==> src/adc_ctl_pkg.sv <==
// Package with register map, field layout and timing constants
`default_nettype none
package adc_ctl_pkg;
	// Register byte addresses on APB
	localparam logic [7:0] ADDR_CTRL0   = 8'h00;
	localparam logic [7:0] ADDR_CTRL1   = 8'h04;
	localparam logic [7:0] ADDR_CTRL2   = 8'h08;
	localparam logic [7:0] ADDR_RES_HI  = 8'h0C;
	localparam logic [7:0] ADDR_RES_LO  = 8'h10;
	localparam logic [7:0] ADDR_STATUS  = 8'h14;
	// Field positions
	localparam int CTRL0_ENABLE_BIT = 0;
	localparam int CTRL0_GO_BIT     = 1;
	localparam int CTRL1_FORMAT_BIT = 7;
	localparam int STATUS_DONE_BIT  = 0;
	// Writable masks (unimplemented bits read zero)
	localparam logic [7:0] CTRL0_MASK = 8'h7F;
	localparam logic [7:0] CTRL1_MASK = 8'hF3;
	localparam logic [7:0] CTRL2_MASK = 8'hF0;
	localparam logic [7:0] RESET_VAL  = 8'h00;
	// Channel codes
	localparam logic [4:0] CHAN_EXT_LAST = 5'h0B;
	localparam logic [4:0] CHAN_TEMP     = 5'h1D;
	localparam logic [4:0] CHAN_DAC      = 5'h1E;
	localparam logic [4:0] CHAN_FVR      = 5'h1F;
	// Reference codes
	localparam logic [1:0] REF_SUPPLY = 2'h0;
	localparam logic [1:0] REF_PIN    = 2'h2;
	localparam logic [1:0] REF_FIXED  = 2'h3;
	// Conversion timing in half bit periods: 11.5 periods
	localparam int HALF_PERIODS = 23;
	localparam int RESULT_BITS  = 10;
	// Clock divider ratios from the oscillator
	localparam int DIV_2  = 2;
	localparam int DIV_4  = 4;
	localparam int DIV_8  = 8;
	localparam int DIV_16 = 16;
	localparam int DIV_32 = 32;
	localparam int DIV_64 = 64;
	typedef enum logic [1:0] {SRC_OSC, SRC_RC} clk_src_e;
	typedef struct packed {
		logic [4:0] channel;
		logic       internal_temp;
		logic       internal_dac;
		logic       internal_fvr;
		logic       connected;
	} mux_sel_s;
	typedef struct packed {
		logic [1:0] code;
		logic       on_supply;
		logic       on_pin;
		logic       on_fixed;
	} ref_sel_s;
endpackage : adc_ctl_pkg
`default_nettype wire

==> src/adc_ctl.sv <==
// Converter control: registers, clock choice, triggering, result format
// Behaviour
// - Channel field routes inputs 0-11, temperature, DAC, fixed reference.
// - Writing go bit starts conversion; bit reads one while busy.
// - Go bit clears itself when conversion finishes.
// - Enable bit powers converter; zero disables it entirely.
// - Right justified: upper six bits of high result are zero.
// - Left justified: lower six bits of low result are zero.
// - Clock select picks oscillator divide or internal RC clock.
// - Reference field selects supply, external pin or fixed reference.
// - Four-bit field selects auto-trigger source, zero means none.
// - Auto-trigger starts conversion only on rising edge of source.
// - Timer overflow used as trigger still sets timer flag.
// - Left justified: bits 9-2 high, bits 1-0 in low 7-6.
// - Right justified: bits 9-8 in high result bits 1-0.
// - Unimplemented control bits read zero.
// - Completion clears go, sets completion flag, loads result.
// - Early stop loads partial result, unconverted bits copy last bit; a stop while still sampling loads nothing.
// - Full conversion takes eleven and a half bit periods.
// - Right justified: bits 7-0 in low result register.
//
// Added by the designer: the APB slave port and the register addresses.
`default_nettype none
module adc_ctl #(
	parameter int RESULT_W = adc_ctl_pkg::RESULT_BITS,
	parameter int TRIG_N   = 16
) (
	// Clock, reset, enable
	input  wire logic                clk_i,
	input  wire logic                rst_b_i,
	input  wire logic                ce_i,
	// APB slave
	input  wire logic                psel_i,
	input  wire logic                penable_i,
	input  wire logic                pwrite_i,
	input  wire logic [7:0]          paddr_i,
	input  wire logic [31:0]         pwdata_i,
	output logic      [31:0]         prdata_o,
	output logic                     pready_o,
	output logic                     pslverr_o,
	// Trigger sources, index equals select code; 0 unused
	input  wire logic [TRIG_N-1:0]   trig_src_i,
	// Internal RC clock tick, asynchronous
	input  wire logic                rc_clk_i,
	// Analog front end
	input  wire logic                cmp_i,
	output adc_ctl_pkg::mux_sel_s    mux_sel_o,
	output adc_ctl_pkg::ref_sel_s    ref_sel_o,
	output logic                     analog_on_o,
	output logic                     sample_o,
	output logic [RESULT_W-1:0]      dac_trial_o,
	// Events
	output logic                     done_pulse_o,
	output logic                     timer_zero_wrap_o,
	output logic                     timer_one_wrap_o
);
	localparam logic [3:0] TRIG_T0 = 4'h3;
	localparam logic [3:0] TRIG_T1 = 4'h4;

	typedef enum logic [1:0] {IDLE, SAMPLE, CONVERT} st_e;
	st_e st_q;

	logic [7:0] ctrl0_q;
	logic [7:0] ctrl1_q;
	logic [7:0] ctrl2_q;
	logic [7:0] res_hi_q;
	logic [7:0] res_lo_q;
	logic       done_flag_q;
	logic [5:0] div_cnt_q;
	logic [4:0] half_q;
	logic [RESULT_W-1:0] sar_q;
	logic [3:0] bit_q;
	logic       tgl_q;
	logic [31:0] prdata_q;
	logic        pready_q;
	logic        pslverr_q;
	logic        done_p_q;
	logic        t0_q;
	logic        t1_q;
	adc_ctl_pkg::mux_sel_s mux_q;
	adc_ctl_pkg::ref_sel_s ref_q;

	// Decode
	wire       setup     = psel_i && !penable_i;
	wire       wr        = setup && pwrite_i;
	wire       rd        = setup && !pwrite_i;
	wire       hit_c0    = paddr_i == adc_ctl_pkg::ADDR_CTRL0;
	wire       hit_c1    = paddr_i == adc_ctl_pkg::ADDR_CTRL1;
	wire       hit_c2    = paddr_i == adc_ctl_pkg::ADDR_CTRL2;
	wire       hit_rh    = paddr_i == adc_ctl_pkg::ADDR_RES_HI;
	wire       hit_rl    = paddr_i == adc_ctl_pkg::ADDR_RES_LO;
	wire       hit_st    = paddr_i == adc_ctl_pkg::ADDR_STATUS;
	wire       mapped    = hit_c0 | hit_c1 | hit_c2 | hit_rh | hit_rl | hit_st;
	wire       enabled   = ctrl0_q[adc_ctl_pkg::CTRL0_ENABLE_BIT];
	wire       go        = ctrl0_q[adc_ctl_pkg::CTRL0_GO_BIT];
	wire       right_j   = ctrl1_q[adc_ctl_pkg::CTRL1_FORMAT_BIT];
	wire [2:0] clk_sel   = ctrl1_q[6:4];
	wire [3:0] trig_sel  = ctrl2_q[7:4];
	wire [4:0] chan      = ctrl0_q[6:2];
	wire [7:0] wbyte     = pwdata_i[7:0];

	// Trigger edge detect per source
	logic [TRIG_N-1:0] trig_rise;
	logic [TRIG_N-1:0] trig_lvl;
	logic              rc_rise;
	genvar gi;
	generate
		for (gi = 0; gi < TRIG_N; gi++) begin : g_trig
			adc_edge_sync u_sync (
				.clk_i   (clk_i),
				.rst_b_i (rst_b_i),
				.ce_i    (ce_i),
				.async_i (trig_src_i[gi]),
				.level_o (trig_lvl[gi]),
				.rise_o  (trig_rise[gi])
			);
		end
	endgenerate
	adc_edge_sync u_rc (
		.clk_i   (clk_i),
		.rst_b_i (rst_b_i),
		.ce_i    (ce_i),
		.async_i (rc_clk_i),
		.level_o (),
		.rise_o  (rc_rise)
	);

	// Code zero selects no source
	wire auto_start = (trig_sel != 4'h0) && trig_rise[trig_sel] && enabled;
	// Timer wraps pass on to their own flags regardless of selection
	wire t0_evt = trig_rise[TRIG_T0];
	wire t1_evt = trig_rise[TRIG_T1];

	// Divider for oscillator-derived half bit period
	logic [5:0] div_half;
	always_comb begin
		case (clk_sel)
			3'h0: div_half = 6'(adc_ctl_pkg::DIV_2 / 2);
			3'h1: div_half = 6'(adc_ctl_pkg::DIV_8 / 2);
			3'h2: div_half = 6'(adc_ctl_pkg::DIV_32 / 2);
			3'h4: div_half = 6'(adc_ctl_pkg::DIV_4 / 2);
			3'h5: div_half = 6'(adc_ctl_pkg::DIV_16 / 2);
			3'h6: div_half = 6'(adc_ctl_pkg::DIV_64 / 2);
			default: div_half = 6'h01;
		endcase
	end
	wire use_rc   = clk_sel[1] && clk_sel[0];
	wire osc_tick = div_cnt_q == div_half - 6'h01;
	wire half_tick = use_rc ? rc_rise : osc_tick;

	// Software write to go, start from software or trigger
	wire sw_go_wr  = wr && hit_c0 && wbyte[adc_ctl_pkg::CTRL0_GO_BIT];
	wire sw_go_clr = wr && hit_c0 && !wbyte[adc_ctl_pkg::CTRL0_GO_BIT];
	wire start     = (st_q == IDLE) && enabled && (sw_go_wr || auto_start);
	wire abort     = (st_q != IDLE) && (sw_go_clr || !enabled);
	wire last_half = half_tick && (half_q == 5'(adc_ctl_pkg::HALF_PERIODS - 1));
	wire finish    = (st_q == CONVERT) && last_half;

	// Partial result: unconverted bits copy last decided bit
	logic [RESULT_W-1:0] partial;
	always_comb begin
		partial = sar_q;
		for (int i = 0; i < RESULT_W; i++) begin
			if (i <= 32'(bit_q) && bit_q < 4'(RESULT_W - 1)) begin
				partial[i] = sar_q[bit_q + 4'h1];
			end
		end
	end
	// Bit zero is decided in the same half period that finishes
	wire [RESULT_W-1:0] final_res = finish
		? {sar_q[RESULT_W-1:1], cmp_i} : partial;
	wire load_res = finish || (abort && st_q == CONVERT);

	// Result formatting
	wire [7:0] fmt_hi = right_j ? {6'h00, final_res[9:8]} : final_res[9:2];
	wire [7:0] fmt_lo = right_j ? final_res[7:0] : {final_res[1:0], 6'h00};

	// Register file and APB slave
	always_ff @(posedge clk_i or negedge rst_b_i) begin
		if (!rst_b_i) begin
			ctrl0_q     <= adc_ctl_pkg::RESET_VAL;
			ctrl1_q     <= adc_ctl_pkg::RESET_VAL;
			ctrl2_q     <= adc_ctl_pkg::RESET_VAL;
			res_hi_q    <= adc_ctl_pkg::RESET_VAL;
			res_lo_q    <= adc_ctl_pkg::RESET_VAL;
			done_flag_q <= 1'b0;
			prdata_q    <= 32'h0000_0000;
			pready_q    <= 1'b0;
			pslverr_q   <= 1'b0;
		end else if (ce_i) begin
			pready_q  <= setup;
			pslverr_q <= setup && !mapped;
			if (rd) begin
				// Masks keep unimplemented bits at zero
				prdata_q <= 32'h0000_0000;
				if (hit_c0) prdata_q[7:0] <= ctrl0_q & adc_ctl_pkg::CTRL0_MASK;
				if (hit_c1) prdata_q[7:0] <= ctrl1_q & adc_ctl_pkg::CTRL1_MASK;
				if (hit_c2) prdata_q[7:0] <= ctrl2_q & adc_ctl_pkg::CTRL2_MASK;
				if (hit_rh) prdata_q[7:0] <= res_hi_q;
				if (hit_rl) prdata_q[7:0] <= res_lo_q;
				if (hit_st) prdata_q[adc_ctl_pkg::STATUS_DONE_BIT] <= done_flag_q;
			end
			if (wr && hit_c0) begin
				ctrl0_q <= wbyte & adc_ctl_pkg::CTRL0_MASK;
				// Go sets only when converter already enabled
				// A go write while busy keeps the running conversion
				ctrl0_q[adc_ctl_pkg::CTRL0_GO_BIT] <= start
					|| (sw_go_wr && st_q != IDLE && !finish);
			end else if (start) begin
				ctrl0_q[adc_ctl_pkg::CTRL0_GO_BIT] <= 1'b1;
			end else if (finish || abort) begin
				ctrl0_q[adc_ctl_pkg::CTRL0_GO_BIT] <= 1'b0;
			end
			if (wr && hit_c1) ctrl1_q <= wbyte & adc_ctl_pkg::CTRL1_MASK;
			if (wr && hit_c2) ctrl2_q <= wbyte & adc_ctl_pkg::CTRL2_MASK;
			// Hardware load beats a same-cycle software write
			if (load_res) begin
				res_hi_q <= fmt_hi;
				res_lo_q <= fmt_lo;
			end else begin
				if (wr && hit_rh) res_hi_q <= wbyte;
				if (wr && hit_rl) res_lo_q <= wbyte;
			end
			// Set wins over clear; write one clears
			if (finish) begin
				done_flag_q <= 1'b1;
			end else if (wr && hit_st && wbyte[adc_ctl_pkg::STATUS_DONE_BIT]) begin
				done_flag_q <= 1'b0;
			end
		end
	end

	// Conversion sequencer
	always_ff @(posedge clk_i or negedge rst_b_i) begin
		if (!rst_b_i) begin
			st_q      <= IDLE;
			div_cnt_q <= 6'h00;
			half_q    <= 5'h00;
			sar_q     <= '0;
			bit_q     <= 4'h0;
			tgl_q     <= 1'b0;
			done_p_q  <= 1'b0;
			t0_q      <= 1'b0;
			t1_q      <= 1'b0;
		end else if (ce_i) begin
			done_p_q <= finish;
			t0_q     <= t0_evt;
			t1_q     <= t1_evt;
			div_cnt_q <= (osc_tick || st_q == IDLE) ? 6'h00 : div_cnt_q + 6'h01;
			case (st_q)
				IDLE: begin
					if (start) begin
						st_q   <= SAMPLE;
						half_q <= 5'h00;
						sar_q  <= '0;
						bit_q  <= 4'(RESULT_W - 1);
						tgl_q  <= 1'b0;
					end
				end
				SAMPLE: begin
					// First one and a half bit periods (three half periods) hold the sample
					if (abort) begin
						st_q <= IDLE;
					end else if (half_tick) begin
						half_q <= half_q + 5'h01;
						if (half_q == 5'h02) begin
							st_q <= CONVERT;
							sar_q[bit_q] <= 1'b1;
						end
					end
				end
				CONVERT: begin
					if (abort || finish) begin
						st_q <= IDLE;
					end else if (half_tick) begin
						half_q <= half_q + 5'h01;
						tgl_q  <= !tgl_q;
						// Decide one bit each full period
						if (tgl_q && bit_q != 4'(RESULT_W)) begin
							sar_q[bit_q] <= cmp_i;
							if (bit_q != 4'h0) begin
								bit_q <= bit_q - 4'h1;
								sar_q[bit_q - 4'h1] <= 1'b1;
							end else begin
								bit_q <= 4'(RESULT_W);
							end
						end
					end
				end
				default: st_q <= IDLE;
			endcase
		end
	end

	// Front-end selection
	always_ff @(posedge clk_i or negedge rst_b_i) begin
		if (!rst_b_i) begin
			mux_q <= '0;
			ref_q <= '0;
		end else if (ce_i) begin
			mux_q.channel       <= chan;
			mux_q.internal_temp <= chan == adc_ctl_pkg::CHAN_TEMP;
			mux_q.internal_dac  <= chan == adc_ctl_pkg::CHAN_DAC;
			mux_q.internal_fvr  <= chan == adc_ctl_pkg::CHAN_FVR;
			mux_q.connected     <= chan <= adc_ctl_pkg::CHAN_EXT_LAST
				|| chan >= adc_ctl_pkg::CHAN_TEMP;
			ref_q.code      <= ctrl1_q[1:0];
			ref_q.on_supply <= ctrl1_q[1:0] == adc_ctl_pkg::REF_SUPPLY;
			ref_q.on_pin    <= ctrl1_q[1:0] == adc_ctl_pkg::REF_PIN;
			ref_q.on_fixed  <= ctrl1_q[1:0] == adc_ctl_pkg::REF_FIXED;
		end
	end

	assign prdata_o          = prdata_q;
	assign pready_o          = pready_q;
	assign pslverr_o         = pslverr_q;
	assign mux_sel_o         = mux_q;
	assign ref_sel_o         = ref_q;
	assign analog_on_o       = ctrl0_q[adc_ctl_pkg::CTRL0_ENABLE_BIT];
	assign sample_o          = st_q == SAMPLE;
	assign dac_trial_o       = sar_q;
	assign done_pulse_o      = done_p_q;
	assign timer_zero_wrap_o = t0_q;
	assign timer_one_wrap_o  = t1_q;
endmodule : adc_ctl
`default_nettype wire

==> src/adc_edge_sync.sv <==
// Three-stage synchroniser with agreement-based rising edge detect
`default_nettype none
module adc_edge_sync (
	// Clock and reset
	input  wire logic clk_i,
	input  wire logic rst_b_i,
	input  wire logic ce_i,
	// Asynchronous level in, rising pulse out
	input  wire logic async_i,
	output logic      level_o,
	output logic      rise_o
);
	logic s1_q;
	logic s2_q;
	logic s3_q;
	logic lvl_q;

	// First stage feeds only the second
	always_ff @(posedge clk_i or negedge rst_b_i) begin
		if (!rst_b_i) begin
			s1_q  <= 1'b0;
			s2_q  <= 1'b0;
			s3_q  <= 1'b0;
			lvl_q <= 1'b0;
		end else if (ce_i) begin
			s1_q <= async_i;
			s2_q <= s1_q;
			s3_q <= s2_q;
			if (s2_q == s3_q) begin
				lvl_q <= s3_q;
			end
		end
	end

	assign level_o = lvl_q;
	assign rise_o  = ce_i && (s2_q == s3_q) && s3_q && !lvl_q;
endmodule : adc_edge_sync
`default_nettype wire

==> config.mk <==
export PLATFORM = sky130hd
export DESIGN_NAME = adc_ctl
export DESIGN_NICKNAME = d
export VERILOG_FILES = /design/src/adc_ctl_pkg.sv /design/src/adc_ctl.sv /design/src/adc_edge_sync.sv
export SDC_FILE = /design/constraint.sdc
export NUM_CORES = 1
export LEC_CHECK = 0
export BUFFER_PORTS_ARGS = -buffer_cell sky130_fd_sc_hd__buf_2
export CELL_PAD_IN_SITES_DETAIL_PLACEMENT = 1
export CELL_PAD_IN_SITES_GLOBAL_PLACEMENT = 1
export CORE_MARGIN = 3
export CORE_UTILIZATION = 48
export DETAILED_ROUTE_END_ITERATION = 10
export PLACE_DENSITY_LB_ADDON = 0.1
export SETUP_SLACK_MARGIN = 0.3
export SYNTH_ARGS = -nofsm -noshare
export SYNTH_HDL_FRONTEND = slang
export SYNTH_SLANG_ARGS = --single-unit
export TNS_END_PERCENT = 5
==> constraint.sdc <==
create_clock -name clk_i -period 4.5 [get_ports clk_i]
set_input_delay 0.675 -clock clk_i [delete_from_list [all_inputs] [get_ports clk_i]]
set_output_delay 0.675 -clock clk_i [all_outputs]
set_load 0.03 [all_outputs]
==> flow_metrics.tcl, run 1 <==
set metrics [dict create \
    status "finished clean" \
    io_buffers 78 \
    first_iter_violations 411 \
    synth_top_area_share_pct 46.14 \
    worst_path_max_delay_cell "nor4_2" \
    ctsResizeCount 0 \
    comb_power_share_pct 34.5 \
    powerDensity_nw_per_um2 563.7 \
    setup_viol_count_final 0 \
    placed_cells 1128 \
    drv_slew 0 \
    tns_ns 0 \
    n_fill_cell 1978 \
    arrival_ns 4.05 \
    placementRows 48 \
    period_minus_slack_ns 3.682 \
    endpoint_kind "register" \
    clock_path_buffers 2 \
    drtPass1Iterations 5 \
    finalCritPeriodShare_pct 81.81 \
    ir_worst_vdd_mv 0.3193 \
    yosysSeqAreaShare_pct 46.14 \
    yosys_most_used_dff "dfrtp_1" \
    pin_count 127 \
    cts-htree-levels 4 \
    syn_inst 873 \
    rsz0062_at_grt "no" \
    antenna_found_initial 0 \
    clkSinkCount 157 \
    synthTopCellsByArea "dfrtp_1 46%, mux2_2 9.4%, o21ai_0 5.5%" \
    min_path_type "input port to asynchronous set/reset pin" \
    drt-wirelength-per-cell_um 20.35 \
    synthDistinctLibCells 73 \
    grtUsageTotal_pct 24.78 \
    ff2ff_setup_slack_ns 0.82 \
    yosys.area.top_type "dfrtp_1" \
    grt_max_degree 99 \
    ctsHoldBuffers 0 \
    grt_first_pass_wirelength_um 39000 \
    first_global_vias 7353 \
    chipHeight_um 139.2 \
    fin_cells 1160 \
    fin_util_pct 54.97 \
    path_class "register to register" \
    drive_gt1_share_pct 22.35 \
    core-area_um2 17360 \
    cp-start-kind "register" \
    place.gp.congestion 0.8514 \
    die_w_um 139.2 \
    postCtsSetupBuffers 0 \
    avgSynthCellArea_um2 9.754 \
    cp.buffers_inverters 1 \
    cp_max_fo 17 \
    cap_viol_max_count 0 \
    p_switching_mw 2.146 \
    synth_edf_count 0 \
    p_seq_share_pct 37.6 \
    grt_overflow 0 \
    internal-power_mw 3.232 \
    root_buffer "clkbuf_16" \
    area_delta_synth_final_pct 12.03 \
    ys_warn_count 0 \
    cts_buffers 17 \
    cts_tree "built" \
    viasPerCell 5.967 \
    wirelength_um 23600 \
    cpLargestDelayFamily "compound AO/OA/AOI/OAI gates" \
    crit_chain "inv_1, ha_1, mux2i_1, o21ai_0, a22oi_1, nor4_2, mux2i_1, o311ai_0, o21a_1" \
    switching_share_pct 39.91 \
    crit_path_frequent_cell "mux2i_1" \
    layout.nets 998 \
    slowest_delay_ns 0.73 \
    n_antenna_cell 0 \
    p_clk_share_pct 27.9 \
    via_count 6922 \
    async_flop_share_pct 100.0 \
    start_util_pct 49.06 \
    worstPathRequired_ns 4.87 \
    ant_nets 0 \
    worstMarginPinSlew_ns 1.011 \
    multi_input_area_um2 4131 \
    slew_headroom_pct 32.32 \
    dp_hpwl_um 16210 \
    fmaxAchievable_ghz 0.2716 \
    cts.clk_slew.worst_paths_ns 0.07 \
    synth_seq_cells 157 \
    skew_ns 0.01244 \
    netlist_area_um2 8516 \
    power.leakage_nw 4.305 \
    drc 0 \
    clk_latency_ns 0.44 \
    die_area_um2 19380 \
    regArea_um2 3929 \
    finalHoldViolCount 0 \
]
sequential cells by signal (all words and copies together), names as in the netlist, 2 cells and up:
signal                 cells
bit_q                      4
ctrl0_q                    7
ctrl1_q                    6
ctrl2_q                    4
dac_trial_o               10
div_cnt_q                  6
g_trig.u_sync.level_o     16
g_trig.u_sync.s1_q        16
g_trig.u_sync.s2_q        16
g_trig.u_sync.s3_q        16
half_q                     5
mux_sel_o                  9
prdata_o                   8
ref_sel_o                  5
res_hi_q                   8
res_lo_q                   8
st_q                       2
power groups by stage:
stage / Clock, mW / Combinational (mW) / Sequential (mW)
after floorplan: 0 / 1.38 / 1.96
after global placement: 0 / 1.74 / 2.00
after detailed placement: 0 / 1.83 / 2.04
after CTS: 1.53 / 1.85 / 2.01
after global routing: 1.58 / 2.05 / 2.06
final: 1.50 / 1.86 / 2.02
metal layers:
metal | global-route usage (%) | share of wire, % | vias to the layer above
met5 | 0 | 0 | -
met4 | 6.900 | 1.4 | 0
met3 | 4.828 | 4.0 | 36
met2 | 43.98 | 52 | 157
met1 | 30.90 | 42 | 3527
li1 | - | - | 3202
placed cells by master (no fill, tap or decap), drive strengths merged, types with 6 or more instances in the layout:
cell type	n
dfrtp	157
o21ai	95
buf	87
nand2	82
mux2	71
a21oi	68
nor2	51
inv	45
conb	24
clkbuf	17
mux2i	16
nand3	16
a31oi	16
nor2b	12
ha	12
a22oi	12
nand4b	8
nand2b	8
o31ai	8
and2	8
o2bb2ai	7
nand4	6
a21o	6
nand3b	6
a22o	6
nor3	6
nor4	6
logic make-up (layout without fill, tap and decap cells):
kind of cell | Yosys count | after routing | synth area share [%]
adder cells (fa/ha/maj) | 12 | 12 | 1.763
XOR/XNOR | 6 | 6 | 0.6171
flip-flops | 157 | 157 | 46.14
other | 1 | 24 | 0.04404
AND/OR/NAND/NOR | 234 | 234 | 14.24
buffers and inverters | 116 | 155 | 6.362
multiplexers | 90 | 90 | 12.06
AO/OA/AOI/OAI | 257 | 257 | 18.78
through the flow:
stage	hold WS, ns	setup slack, ns	instance area (um^2)	power [mW]
final	0.3213	0.8185	9540	5.378
after global routing	0.4008	0.4797	9540	5.700
after CTS	0.3740	0.9073	9540	5.390
after detailed placement	0.4724	0.8100	8944	3.866
after global placement	0.4579	0.8672	8944	3.744
after floorplan	0.3794	1.620	8602	3.344
synth_stat cells (5+ instances only):
cell         n
clkbuf_1    40
dfrtp_1    157
buf_2       10
a21oi_1     66
o2bb2ai_1    7
nand2_1     82
buf_1        5
nand2b_1     8
o31ai_1      8
nand4_1      6
ha_1        12
nand3_1     16
nor2_1      50
a22oi_1     11
inv_1       36
o311ai_0     5
buf_4       25
nand4b_1     8
nand3b_1     6
a31oi_1     16
nor2b_1     12
a21o_1       6
a22o_1       6
and2_1       7
xnor2_1      5
nor3_1       5
or3_1        5
o21ai_0     93
mux2_2      71
mux2i_1     16
final cells by class:
cell class	count	share of cell area, %
repair buffers	87	4.892
multi-input cells	623	43.30
well taps	225	2.951
inverters	36	1.416
flip-flops and latches	157	41.18
clock buffers	17	4.459
clock inverters	15	1.797
path summary, 6_finish.rpt:
check	startpoint	to	cells past startpoint
max	bit_q[0]	res_lo_q[2]	9
min	rst_b_i	dac_trial_o[1]	1
max reg2reg	bit_q[0]	res_lo_q[2]	9
min reg2reg	mux_sel_o[2]	mux_sel_o[2]	2
max in group asynchronous	rst_b_i	res_hi_q[3]	2
min in group clk_i	trig_src_i[3]	g_trig[3].u_sync.s1_q	2
Power figures use the tool's default switching activity.
==> run 2, diff against run 1 <==
--- a/config.mk
+++ b/config.mk
@@ -9,7 +9,7 @@
 export CELL_PAD_IN_SITES_DETAIL_PLACEMENT = 1
 export CELL_PAD_IN_SITES_GLOBAL_PLACEMENT = 1
 export CORE_MARGIN = 3
-export CORE_UTILIZATION = 48
+export CORE_UTILIZATION = 40
 export DETAILED_ROUTE_END_ITERATION = 10
 export PLACE_DENSITY_LB_ADDON = 0.1
 export SETUP_SLACK_MARGIN = 0.3
==> constraint.sdc (replaced) <==
create_clock -name clk_i -period 3.25 [get_ports clk_i]
set_input_delay 0.4875 -clock clk_i [delete_from_list [all_inputs] [get_ports clk_i]]
set_output_delay 0.4875 -clock clk_i [all_outputs]
set_load 0.03 [all_outputs]
==> flow_metrics.tcl, run 2 (synthesis gave the netlist of run 1 again) <==
set metrics [dict create \
    clkSinkCount 157 \
    die_area_um2 23080 \
    start_util_pct 41.42 \
    arrival_ns 3.20 \
    placementRows 52 \
    grt_max_degree 94 \
    power.leakage_nw 4.432 \
    chipHeight_um 151.9 \
    wirelength_um 24320 \
    cp-start-kind "register" \
    layout_commonest_cell "dfrtp_1" \
    drive_gt1_share_pct 25.05 \
    path_class "register to register" \
    grtUsageTotal_pct 21.17 \
    grt_overflow 0 \
    status "finished clean" \
    rsz0062_at_grt "yes" \
    ctsHoldBuffers 0 \
    clock_path_buffers 2 \
    placed_cells 1197 \
    setup_ws_ns 0.4051 \
    pin_count 127 \
    die_w_um 151.9 \
    n_antenna_cell 0 \
    io_buffers 78 \
    setup_viol_count_final 0 \
    cts-htree-levels 4 \
    cts_tree "built" \
    drv_slew 0 \
    finalCritPeriodShare_pct 87.54 \
    worstPathRequired_ns 3.61 \
    drc 0 \
    crit_chain "buf_4, o41ai_1, a41oi_1, o311ai_0, a21oi_2, or3b_4, or4b_1, nand3_1" \
    min_path_type "input port to asynchronous set/reset pin" \
    fin_cells 1232 \
    grt_first_pass_wirelength_um 40120 \
    core-area_um2 20560 \
    viasPerCell 5.650 \
    antenna_found_initial 0 \
    ant_nets 0 \
    layout.nets 1025 \
    first_global_vias 7470 \
    area_delta_synth_final_pct 15.55 \
    cts.clk_slew.worst_paths_ns 0.08 \
    drtPass1Iterations 5 \
    powerDensity_nw_per_um2 767.5 \
    cp_max_fo 15 \
    clk_latency_ns 0.44 \
    dp_hpwl_um 17330 \
    cap_viol_max_count 0 \
    finalHoldViolCount 0 \
    period_minus_slack_ns 2.845 \
    slew_headroom_pct 38.89 \
    place_ws_ns -0.004583 \
    ir_worst_vdd_mv 0.3708 \
    drt-wirelength-per-cell_um 19.74 \
    root_buffer "clkbuf_16" \
    worstMarginPinSlew_ns 0.9167 \
    worst_path_max_delay_cell "dfrtp_2" \
    place.gp.congestion 0.8963 \
    fmaxAchievable_ghz 0.3515 \
    final_cell_mix "155 x dfrtp_1, 93 x o21ai_0, 81 x nand2_1, 76 x buf_2, 71 x mux2_2" \
    slowest_delay_ns 0.53 \
    via_count 6961 \
    skew_ns 0.01415 \
    cts_buffers 17 \
    endpoint_kind "register" \
    first_iter_violations 290 \
]
-- run 2: cell types whose count changed in the layout (fill, tap and decap cells not counted), sizes merged --
cell	before	now
inv	45	42
clkinvlp	1	2
bufinv	2	0
buf	87	114
clkinv	3	7
-- run 2: per-stage QoR --
stage | util, % | hold slack (ns) | power [mW] | setup TNS (ns) | cell area (um^2)
floorplan | - | 0.1919 | 4.630 | 0 | 8602
global placement | 44.71 | 0.4590 | 5.345 | 0 | 9193
detailed placement | 44.71 | 0.4732 | 5.503 | -0.007581 | 9193
CTS | 47.77 | 0.1645 | 7.576 | 0 | 9822
global route | 47.86 | 0.1955 | 8.066 | 0 | 9839
finish | 47.86 | 0.1087 | 7.552 | 0 | 9839
-- run 2: per-layer routing --
metal	vias up	global-route usage [%]	wire, um
met1	3542	26.36	10400
met3	37	2.759	724
met2	132	38.00	12720
met5	-	0	0
li1	3250	-	-
met4	0	7.063	472
-- run 2: critical path: cells and delay by family (launching register included) --
kind	cells	cell delay, ns
compound gates	4	1.00
buf+inv	1	0.19
simple gates	3	1.06
flops	1	0.53
-- run 2: repair_timing --
| item | in CTS | in global routing |
|---|---|---|
| pin swaps | 1 | 1 |
| buffers inserted | 2 | 1 |
| setup endpoints to repair | 18 | 28 |
| gates resized for setup | 0 | 7 |
-- run 2: path summary, 6_finish.rpt --
path / from / depth (start not counted) / slack, ns / end
worst max-delay path: ctrl2_q[5] / 8 / 0.41 / half_q[2]
worst min-delay path: rst_b_i / 1 / 0.11 / dac_trial_o[1]
worst max register to register: ctrl2_q[5] / 8 / 0.41 / half_q[2]
worst min register to register: timer_one_wrap_o / 2 / 0.49 / timer_one_wrap_o
max in group asynchronous: rst_b_i / 2 / 2.30 / prdata_o[6]
min in group clk_i: trig_src_i[13] / 2 / 0.28 / g_trig[13].u_sync.s1_q
-- run 2: power by group --
| part | switching [mW] | total [mW] | leakage [nW] | internal (mW) |
|---|---|---|---|---|
| clock network | 0.974 | 2.01 | 0.286 | 1.04 |
| logic | 1.70 | 2.79 | 2.20 | 1.09 |
| registers | 0.389 | 2.74 | 1.95 | 2.36 |
-- run 2: area by class of cell --
cell class / instances / area (um^2)
clock buffers: 17 / 425.4
repair buffers: 114 / 694.4
multi-input cells: 623 / 4139
fillers: 2327 / 10720
clock inverters: 15 / 176.4
flip-flops and latches: 157 / 3931
well taps: 270 / 337.8
inverters: 36 / 135.1
==> run 3, diff against run 2 <==
--- a/config.mk
+++ b/config.mk
@@ -5,11 +5,13 @@
 export SDC_FILE = /design/constraint.sdc
 export NUM_CORES = 1
 export LEC_CHECK = 0
+export ABC_AREA = 1
 export BUFFER_PORTS_ARGS = -buffer_cell sky130_fd_sc_hd__buf_2
 export CELL_PAD_IN_SITES_DETAIL_PLACEMENT = 1
 export CELL_PAD_IN_SITES_GLOBAL_PLACEMENT = 1
+export CORE_ASPECT_RATIO = 1.2
 export CORE_MARGIN = 3
-export CORE_UTILIZATION = 40
+export CORE_UTILIZATION = 30
 export DETAILED_ROUTE_END_ITERATION = 10
 export PLACE_DENSITY_LB_ADDON = 0.1
 export SETUP_SLACK_MARGIN = 0.3
==> flow_metrics.tcl, run 3 <==
set metrics [dict create \
    slew_headroom_pct 52.41 \
    ir_worst_vdd_mv 0.3165 \
    place_ws_ns 0.2811 \
    drv_slew 0 \
    fmaxAchievable_ghz 0.3949 \
    synth_commonest_cells "381 x nand2_1, 157 x dfrtp_1, 121 x inv_1, 112 x o21ai_0, 100 x nand3_1" \
    synth_seq_cells 157 \
    drive_gt1_share_pct 13.20 \
    n_fill_cell 3565 \
    worstPathRequired_ns 3.56 \
    synth_top_family_by_area "simple AND/OR/NAND/NOR gates" \
    yosysMostFrequentCell "nand2_1" \
    synth_edf_count 0 \
    n_antenna_cell 0 \
    worstReg2RegEnd "half_q[4]" \
    yosysSeqAreaShare_pct 45.10 \
    die_area_um2 31130 \
    drtPass1Iterations 4 \
    synth_compound_area_share_pct 11.63 \
    fin_util_pct 36.10 \
    cts_tree "built" \
    status "finished clean" \
    layout_commonest_cell "nand2_1" \
    power.leakage_nw 5.162 \
    r2r_start "ctrl1_q[5]" \
    layout.nets 1343 \
    arrival_ns 2.84 \
    cp_max_fo 25 \
    first_iter_violations 332 \
    synth_fa_ha_area_share_pct 1.724 \
    io_buffers 78 \
    placed_cell_area_um2 9538 \
    crit_chain "inv_2, nand2_1, nand2_1, nand3_1, nand2_1, nor2_2, nand2_1, nand2_2, nand3_4, nand2_2, a21oi_2, nand3_1, nand2_1, nand2_1" \
    grt_overflow 0 \
    via_count 7888 \
    ctsHoldBuffers 0 \
    ys_warn_count 0 \
    drc 0 \
    comb_power_share_pct 35.0 \
    cts.clk_slew.worst_paths_ns 0.06 \
    tns_ns 0 \
    power_mw 7.362 \
    finalHoldViolCount 0 \
    rsz0062_at_grt "no" \
    synth_top_area_share_pct 45.10 \
    wirelength_um 27480 \
    die_w_um 161.6 \
    chipHeight_um 192.7 \
    pin_count 127 \
    period_minus_slack_ns 2.532 \
    hold_slack_ns 0.03889 \
    crit_path_frequent_cell "nand2_1" \
    area_delta_synth_final_pct 17.09 \
    synthDistinctLibCells 44 \
    cts_buffers 17 \
    core-area_um2 28250 \
    fin_cells 1659 \
    cp.buffers_inverters 1 \
    clkSinkCount 157 \
    dp_hpwl_um 20380 \
    place.gp.congestion 0.8287 \
    antenna_found_initial 0 \
    grt_first_pass_wirelength_um 44730 \
    final_cell_mix "381 x nand2_1, 157 x dfrtp_1, 121 x inv_1, 112 x o21ai_0, 100 x nand3_1" \
    placementRows 67 \
    setup_ws_ns 0.7180 \
    skew_ns 0.01658 \
    finalCritPeriodShare_pct 77.91 \
    root_buffer "clkbuf_16" \
    clk_latency_ns 0.43 \
    worstMarginPinSlew_ns 0.7138 \
    synthMuxAreaShare_pct 0.4596 \
    drt-wirelength-per-cell_um 16.56 \
    slowest_delay_ns 0.46 \
    grtUsageTotal_pct 18.25 \
    viasPerCell 4.755 \
    async_flop_share_pct 100.0 \
    setup_viol_count_final 0 \
    start_util_pct 30.83 \
    cp-start-kind "register" \
    ant_nets 0 \
    p_switching_mw 2.941 \
    ctsResizeCount 0 \
    syn_inst 1186 \
    yosys_most_used_dff "dfrtp_1" \
    endpoint_kind "register" \
    switching_share_pct 39.94 \
    synthXorXnorAreaFrac_pct 0.4022 \
    path_class "register to register" \
    p_clk_share_pct 31.0 \
    powerDensity_nw_per_um2 721.8 \
    min_path_type "input port to asynchronous set/reset pin" \
    avgSynthCellArea_um2 7.345 \
    placed_cells 1627 \
    cpLargestDelayFamily "simple AND/OR/NAND/NOR gates" \
    synthTopCellsByArea "dfrtp_1 45%, nand2_1 16%, o21ai_0 6.4%" \
    final_area_um2 10200 \
    worst_path_max_delay_cell "dfrtp_1" \
    postCtsSetupBuffers 0 \
    cap_viol_max_count 0 \
    p_seq_share_pct 33.9 \
    synth-simple-area-share_pct 31.10 \
    clock_path_buffers 2 \
    yosys.area.top_type "dfrtp_1" \
    grt_max_degree 60 \
    first_global_vias 8353 \
    r2r_cells 14 \
    internal-power_mw 4.422 \
    cts-htree-levels 4 \
    ff2ff_setup_slack_ns 0.72 \
    netlist_area_um2 8711 \
]
-- run 3: cell types whose count changed in the layout (fill, tap and decap cells not counted), moves of 16 or more --
cell and delta:
o21ai_0 +19, mux2_2 -71, nand2_1 +300, nor2_1 +38, nand3_1 +84, a31oi_1 -16
a21oi_1 -26, inv_1 +85
-- run 3: worst max path at each step --
stage | from | endpoint | cells past startpoint | slack, ns
6_report | ctrl1_q[5] | half_q[4] | 14 | 0.72
5_1_grt | ctrl2_q[5] | dac_trial_o[8] | 14 | 0.39
3_3_place_gp | ce_i | dac_trial_o[4] | 15 | 0.32
3_5_place_dp | ce_i | dac_trial_o[3] | 15 | 0.28
2_1_floorplan | paddr_i[5] | res_hi_q[0] | 11 | 1.21
4_1_cts | ctrl2_q[5] | dac_trial_o[3] | 14 | 0.65
-- run 3: worst register-to-register path: cells and delay by family (launching register included) --
family / cells / cell delay (ns)
simple gates: 12 / 1.46
compound gates: 1 / 0.35
buf+inv: 1 / 0.15
flops: 1 / 0.46
-- run 3: layout make-up --
cell class,instances,area [um^2],share of cell area (%)
Timing Repair Buffer,102,616.8,6.048
Tap cell,379,474.2,4.649
Clock buffer,20,456.7,4.477
Multi-Input combinational cell,861,4038,39.59
Inverter,128,480.5,4.710
Sequential cell,157,3929,38.52
Clock inverter,12,205.2,2.012
-- run 3: power groups by stage --
stage               sequential [mW]  combinational, mW  clock, mW
finish                         2.50               2.58       2.28
global route                   2.55               2.94       2.44
CTS                            2.50               2.62       2.35
detailed placement             2.54               2.61          0
global placement               2.53               2.58          0
floorplan                      2.57               1.68          0
-- run 3: metal layers --
layer  up-vias  GRT usage [%]  share of wire, %
li1       3919              -                 -
met1      3844          22.61                45
met2        96          32.47                51
met3        29          2.748               2.5
met4         0          6.190               2.0
met5         -              0                 0
-- run 3: logic make-up (layout without fill, tap and decap cells) --
group / after synthesis / count (layout)
flip-flops: 157 / 157
other: 1 / 24
AND/OR/NAND/NOR: 635 / 635
multiplexers: 4 / 4
buffers and inverters: 191 / 262
XOR/XNOR: 4 / 4
AO/OA/AOI/OAI: 182 / 182
adder cells (fa/ha/maj): 12 / 12
